### src/verilog/sscr_pkg.sv
// Constants and types for the serial port control register block
`default_nettype none
package sscr_pkg;
   localparam logic [11:0] SSCR_CTRL_OFFS = 12'h014;
   localparam logic [11:0] SSCR_BUF_OFFS = 12'h018;
   localparam logic [11:0] SSCR_STAT_OFFS = 12'h01c;
   localparam logic [11:0] SSCR_CLR_OFFS = 12'h020;
   localparam logic [11:0] SSCR_IEN_OFFS = 12'h024;
   localparam logic [7:0] SSCR_CTRL_RESET = 8'h00;
   localparam int SSCR_WRITE_COLLISION_FLAG_BIT = 7;
   localparam int SSCR_OVF_BIT = 6;
   localparam int SSCR_EN_BIT = 5;
   localparam int SSCR_CKP_BIT = 4;
   localparam logic [3:0] SSCR_MODE_SLAVE_SS = 4'h4;
   localparam logic [3:0] SSCR_MODE_SLAVE_NOSS = 4'h5;
   localparam int SSCR_EVT_OVF = 0;
   localparam int SSCR_EVT_WRITE_COLLISION_FLAG = 1;
   localparam int SSCR_EVT_RX = 2;
   localparam int SSCR_NEVT = 3;

   typedef struct packed {
      logic write_collision_flag;
      logic receive_overflow_flag;
      logic port_enable_bit;
      logic clock_idle_polarity;
      logic [3:0] mode_select;
   } sscr_ctrl_t;

   typedef struct packed {
      logic psel;
      logic penable;
      logic pwrite;
      logic [11:0] paddr;
      logic [31:0] pwdata;
   } sscr_apb_req_t;
endpackage
`default_nettype wire

### src/verilog/sscr_ctrl.sv
// Serial port control register with APB access and shift-engine flags
//
// Our own choice: the APB slave port.
`default_nettype none
module sscr_ctrl
   import sscr_pkg::*;
(
   // Clock and reset
   input wire logic ref_clk_in,
   input wire logic rst_in,
   // APB slave
   input wire sscr_apb_req_t apb_in,
   output logic [31:0] prdata_out,
   output logic pready_out,
   output logic pslverr_out,
   // Shift engine status
   input wire logic rx_done_in,
   input wire logic [7:0] rx_byte_in,
   input wire logic tx_busy_in,
   // Shift engine control
   output logic tx_load_out,
   output logic [7:0] tx_byte_out,
   output logic port_enable_out,
   output logic spi_master_out,
   output logic spi_slave_out,
   output logic ss_ctrl_en_out,
   output logic clk_idle_level_out,
   output logic [3:0] mode_select_out,
   output logic pins_to_port_out,
   // Interrupt
   output logic irq_out
);
   sscr_ctrl_t ctrl_q;
   logic [7:0] buf_q;
   logic buf_full_q;
   logic [SSCR_NEVT-1:0] stat_q;
   logic [SSCR_NEVT-1:0] ien_q;
   logic [7:0] tx_q;
   logic tx_load_q;
   logic [31:0] rdata_q;
   logic wr_acc;
   logic rd_acc;
   logic buf_wr;
   logic buf_rd;
   logic is_spi;
   logic is_slave;
   logic ovf_evt;
   logic write_collision_flag_evt;
   logic [SSCR_NEVT-1:0] evt;
   logic addr_ok;

   // Every access completes in its first access cycle
   assign pready_out = 1'b1;
   assign wr_acc = apb_in.psel & apb_in.penable & apb_in.pwrite;
   assign rd_acc = apb_in.psel & apb_in.penable & ~apb_in.pwrite;
   assign buf_wr = wr_acc & (apb_in.paddr == SSCR_BUF_OFFS);
   assign buf_rd = rd_acc & (apb_in.paddr == SSCR_BUF_OFFS);
   assign addr_ok = (apb_in.paddr == SSCR_CTRL_OFFS) |
                    (apb_in.paddr == SSCR_BUF_OFFS) |
                    (apb_in.paddr == SSCR_STAT_OFFS) |
                    (apb_in.paddr == SSCR_CLR_OFFS) |
                    (apb_in.paddr == SSCR_IEN_OFFS);
   assign pslverr_out = apb_in.psel & apb_in.penable & ~addr_ok;

   // Mode decode
   assign is_spi = ~ctrl_q.mode_select[3] & ~ctrl_q.mode_select[2]
                   | (ctrl_q.mode_select == SSCR_MODE_SLAVE_SS)
                   | (ctrl_q.mode_select == SSCR_MODE_SLAVE_NOSS);
   assign is_slave = (ctrl_q.mode_select == SSCR_MODE_SLAVE_SS) |
                     (ctrl_q.mode_select == SSCR_MODE_SLAVE_NOSS);
   assign spi_master_out = ctrl_q.port_enable_bit &
                           (ctrl_q.mode_select[3:2] == 2'b00);
   assign spi_slave_out = ctrl_q.port_enable_bit & is_slave;
   assign ss_ctrl_en_out = ctrl_q.mode_select == SSCR_MODE_SLAVE_SS;
   assign mode_select_out = ctrl_q.mode_select;
   assign port_enable_out = ctrl_q.port_enable_bit;
   // Pins belong to the port only while enabled in SPI mode
   assign pins_to_port_out = ctrl_q.port_enable_bit &
                             is_spi;
   assign clk_idle_level_out = ctrl_q.clock_idle_polarity;

   // Overflow only counts when a slave receives into an unread buffer
   assign ovf_evt = rx_done_in & buf_full_q & ~buf_rd & is_slave &
                    ctrl_q.port_enable_bit;
   assign write_collision_flag_evt = buf_wr & tx_busy_in;
   assign evt[SSCR_EVT_OVF] = ovf_evt;
   assign evt[SSCR_EVT_WRITE_COLLISION_FLAG] = write_collision_flag_evt;
   assign evt[SSCR_EVT_RX] = rx_done_in & ~ovf_evt;

   // Control register; hardware set wins over a software write
   always_ff @(posedge ref_clk_in) begin
      if (rst_in) begin
         ctrl_q <= SSCR_CTRL_RESET;
      end else begin
         if (wr_acc && apb_in.paddr == SSCR_CTRL_OFFS) begin
            ctrl_q <= apb_in.pwdata[7:0];
         end
         if (write_collision_flag_evt) begin
            ctrl_q.write_collision_flag <= 1'b1;
         end
         if (ovf_evt) begin
            ctrl_q.receive_overflow_flag <= 1'b1;
         end
      end
   end

   // Receive buffer; an overflowing byte is dropped
   always_ff @(posedge ref_clk_in) begin
      if (rst_in) begin
         buf_q <= 8'h00;
         buf_full_q <= 1'b0;
      end else begin
         if (rx_done_in && !ovf_evt) begin
            buf_q <= rx_byte_in;
            buf_full_q <= 1'b1;
         end else if (buf_rd) begin
            buf_full_q <= 1'b0;
         end
      end
   end

   // Transmit load; a colliding write is ignored
   always_ff @(posedge ref_clk_in) begin
      if (rst_in) begin
         tx_q <= 8'h00;
         tx_load_q <= 1'b0;
      end else begin
         tx_load_q <= buf_wr & ~tx_busy_in & ctrl_q.port_enable_bit;
         if (buf_wr && !tx_busy_in) begin
            tx_q <= apb_in.pwdata[7:0];
         end
      end
   end
   assign tx_load_out = tx_load_q;
   assign tx_byte_out = tx_q;

   // Sticky event status, write-one-to-clear, set wins
   genvar gi;
   generate
      for (gi = 0; gi < SSCR_NEVT; gi++) begin : g_evt
         always_ff @(posedge ref_clk_in) begin
            if (rst_in) begin
               stat_q[gi] <= 1'b0;
            end else if (evt[gi]) begin
               stat_q[gi] <= 1'b1;
            end else if (wr_acc && apb_in.paddr == SSCR_CLR_OFFS &&
                         apb_in.pwdata[gi]) begin
               stat_q[gi] <= 1'b0;
            end
         end
      end
   endgenerate

   always_ff @(posedge ref_clk_in) begin
      if (rst_in) begin
         ien_q <= '0;
      end else if (wr_acc && apb_in.paddr == SSCR_IEN_OFFS) begin
         ien_q <= apb_in.pwdata[SSCR_NEVT-1:0];
      end
   end
   assign irq_out = |(stat_q & ien_q);

   // Read data
   always_comb begin
      rdata_q = 32'h0000_0000;
      unique case (apb_in.paddr)
         SSCR_CTRL_OFFS: rdata_q[7:0] = ctrl_q;
         SSCR_BUF_OFFS: rdata_q[7:0] = buf_q;
         SSCR_STAT_OFFS: rdata_q[SSCR_NEVT-1:0] = stat_q;
         SSCR_IEN_OFFS: rdata_q[SSCR_NEVT-1:0] = ien_q;
         default: rdata_q = 32'h0000_0000;
      endcase
   end
   assign prdata_out = rd_acc ? rdata_q : 32'h0000_0000;
endmodule
`default_nettype wire

### config.mk
export PLATFORM = sky130hd
export DESIGN_NAME = sscr_ctrl
export DESIGN_NICKNAME = d
export VERILOG_FILES = /design/src/verilog/sscr_pkg.sv /design/src/verilog/sscr_ctrl.sv
export SDC_FILE = /design/constraint.sdc
export NUM_CORES = 1
export LEC_CHECK = 0
export BUFFER_PORTS_ARGS = -buffer_cell sky130_fd_sc_hd__buf_2
export CAP_MARGIN = 5
export CORE_MARGIN = 5
export CORE_UTILIZATION = 44
export DETAILED_ROUTE_END_ITERATION = 10
export PLACE_DENSITY = 0.86
export RECOVER_POWER = 25
export SLEW_MARGIN = 20
export SYNTH_ARGS = -nofsm -noshare
export SYNTH_HDL_FRONTEND = slang
export SYNTH_SLANG_ARGS = --single-unit
### constraint.sdc
create_clock -name ref_clk_in -period 3 [get_ports ref_clk_in]
set_input_delay 0.9 -clock ref_clk_in [delete_from_list [all_inputs] [get_ports ref_clk_in]]
set_output_delay 0.9 -clock ref_clk_in [all_outputs]
set_load 0.005 [all_outputs]
==> impl_metrics.env <==
export IMPL_diodes=0
export IMPL_dr_total_vias=2013
export IMPL_yosys_cell_count_top_type="dfxtp_1"
export IMPL_dr_max_layer_used="met4"
export IMPL_fin_nets=360
export IMPL_rr_startpoint="mode_select_out[2]$_SDFFE_PP0P_"
export IMPL_required_ns=2.10
export IMPL_crit_family="simple AND/OR/NAND/NOR gates"
export IMPL_worst_path_max_fanout=3
export IMPL_status="complete, but fails checks"
export IMPL_drc=0
export IMPL_grt_pass1_vias=1965
export IMPL_cts_num_sinks=32
export IMPL_routed_wl_met3_um=637
export IMPL_r2r_end="buf_q[2]$_SDFFE_PP0P_"
export IMPL_htree_levels=2
export IMPL_core_area_mm2=0.004384
export IMPL_holdPathEnd="tx_byte_out[2]$_SDFFE_PP0P_"
export IMPL_first_iter_violations=220
export IMPL_clock_latency_ns=0.28
export IMPL_portBuffers=63
export IMPL_leakagePower_nw=1.176
export IMPL_initial_core_util=0.4589
export IMPL_cts_tree="done"
export IMPL_powerDensity_mw_per_mm2=376.0
export IMPL_max_freq_mhz=328.7
export IMPL_dpl_hpwl_um=4098
export IMPL_synth_edf_count=0
export IMPL_layout_setup_ws_ns=-0.04268
export IMPL_slew_headroom=0.5519
export IMPL_p_total_uw=941.4
export IMPL_met1_length_um=2256
export IMPL_crit_chain="buf_6, nor4_4, nand2_1, or3_4, o2bb2ai_2, buf_2"
export IMPL_yosysTopAreaCell="dfxtp_1"
export IMPL_dp_slack_ns=-0.08969
export IMPL_setup_violations=4
export IMPL_die_w_um=77.62
export IMPL_path_clk_slew_ns=0.07
export IMPL_antenna_found_initial=0
export IMPL_cts_root_buffer="clkbuf_8"
export IMPL_area_growth_pct=24.44
export IMPL_fin_crit_ns=3.043
export IMPL_met2WireLength_um=2768
export IMPL_reg2reg_depth=4
export IMPL_hold_path_class="flip-flop to flip-flop"
export IMPL_drtAntennaViolNets=0
export IMPL_cp_arrival_ns=2.14
export IMPL_dr_pass1_iters=4
export IMPL_die_area_mm2=0.006025
export IMPL_critPathSlowestCell="or3_4"
export IMPL_wl_per_cell_um=16.18
export IMPL_routed_via_density=5.686
export IMPL_finalHoldViolCount=0
export IMPL_cts_made_buffers=5
export IMPL_synthTopCellsByArea="dfxtp_1, buf_4, mux2i_1"
export IMPL_crit_path_end_kind="primary output"
export IMPL_start_kind="input pin"
export IMPL_io_pins=113
export IMPL_async_reset_ff_frac=0
export IMPL_drv_cap=0
export IMPL_synth_main_ff_cell="dfxtp_1"
export IMPL_slew_viol_final=0
export IMPL_vdd_drop_max_uv=256.5
export IMPL_clockBufferDepth=2
export IMPL_netlist_instances=226
export IMPL_crit_type="input pin to primary output"
export IMPL_synthTopCellsByCount="dfxtp_1, buf_4, nor2_1, mux2i_1, nand3_1"
export IMPL_max_stage_delay_ns=0.43
export IMPL_core_rowCount=24
export IMPL_die_h_um=77.62
export IMPL_yosysWarnings=0
export IMPL_syn_area_per_cell_um2=8.902
export IMPL_violations="setup timing"
export IMPL_path_buf_inv=2
export IMPL_rsz0062_at_grt="yes"
export IMPL_rrSetupSlack_ns=1.38
export IMPL_grt_use_total=0.1804
export IMPL_worstHoldStart="tx_byte_out[2]$_SDFFE_PP0P_"
export IMPL_synth_seq_cells=32
export IMPL_grt_pass1_wl_um=9170
export IMPL_drt_wl_total_um=5728
export IMPL_overflow=0
export IMPL_synth_top_area_share=0.3184
export IMPL_min_path_cells=2
export IMPL_synth_cell_types=47
export IMPL_synth_yosys_seq_area_share=0.3184
export IMPL_synth_cell_area_mm2=0.002012
export IMPL_gp_congestion=0.8837
export IMPL_clock_skew_ns=0.006146
export IMPL_tightest_slew_ns=0.6714
export IMPL_grt_max_degree=26
export IMPL_fin_crit_sh=1.014
export IMPL_final_layout_size_suffix_gt1_frac=0.3344
-- logic make-up after synthesis --
kind of cell           count (synthesis)  synth area share
buffers and inverters                 46            0.1505
AOI/OAI and AO/OA                     47            0.1853
and+or+nand+nor                       80            0.2475
other                                  2          0.003733
muxes                                 19           0.09453
DFF                                   32            0.3184
-- report_power, final --
group / switching [mW] / leakage, nW / internal [mW]
combinational: 0.0593 / 0.861 / 0.0422
clock: 0.153 / 0.0552 / 0.246
sequential: 0.00751 / 0.260 / 0.433
-- worst register-to-register path, cell delays in order, from the launching register on --
cell and delay (ns):
dfxtp_1 0.45, and4bb_2 0.31, nand3_1 0.32, a32oi_1 0.30, nand3_1 0.11
-- cell usage in the layout, fill, tap and decap left out, types with 2 or more instances in the layout --
cell	n
and2_1	2
conb_1	25
and4bb_2	3
a22oi_1	3
and4_2	2
nand3_1	18
nor4b_1	2
a22o_1	5
and3_1	9
inv_1	3
nor2_1	21
buf_4	23
a21oi_1	6
mux2i_1	19
nand4_1	3
nand2_1	5
o2bb2ai_2	3
buf_2	53
clkbuf_1	9
dfxtp_1	32
a32oi_1	8
o2111ai_1	9
nor2b_1	2
clkbuf_8	5
nor3b_1	2
o31ai_1	3
buf_6	3
a2bb2oi_1	3
-- flip-flops by register name, summed over array words and instances, names as in the netlist --
signal              count
buf_full_q              1
buf_q                   8
clk_idle_level_out      1
ctrl_q                  2
ien_q                   3
mode_select_out         4
port_enable_out         1
stat_q                  3
tx_byte_out             8
tx_load_out             1
-- how the worst max path moves through the flow --
stage	slack, ns	depth (start not counted)	endpoint	startpoint
global route	-0.09	6	prdata_out[2]	apb_in[38]
detailed placement	-0.09	6	prdata_out[0]	apb_in[33]
finish	-0.04	6	prdata_out[1]	apb_in[38]
CTS	-0.03	6	prdata_out[0]	apb_in[38]
floorplan	0.13	4	prdata_out[0]	apb_in[33]
global placement	-0.06	6	prdata_out[0]	apb_in[33]
-- layer usage --
layer	track usage	vias up
met5	0	-
met4	0.04983	0
met3	0.05787	8
met2	0.3005	113
met1	0.2229	936
li1	-	956
-- timing repair --
action | in CTS | in global routing
buffers inserted | 9 | 1
setup endpoints to repair | 8 | 9
hold buffers | 0 | 0
pin swaps | 5 | 5
resized for setup | 6 | 1
-- cell type report --
| class | count | area, um2 |
|---|---|---|
| inverters | 4 | 15.01 |
| repair buffers | 87 | 501.7 |
| flip-flops and latches | 32 | 640.6 |
| multi-input cells | 171 | 1174 |
| well taps | 52 | 65.06 |
| clock inverters | 2 | 35.03 |
| clock buffers | 6 | 72.57 |
| fillers | 398 | 1881 |
-- per-stage QoR --
stage | instance area [um2] | cells | util | setup TNS, ns | hold WS (ns)
after floorplan | 2098 | 249 | - | 0 | 0.4575
after global placement | 2296 | 336 | 0.5237 | -0.1367 | 0.4720
after detailed placement | 2296 | 336 | 0.5237 | -0.2720 | 0.4831
after CTS | 2506 | 353 | 0.5716 | -0.08933 | 0.4992
after global routing | 2504 | 354 | 0.5711 | -0.4439 | 0.5378
final | 2504 | 354 | 0.5711 | -0.09749 | 0.4982
No activity file was read; power rests on OpenSTA's default activity.
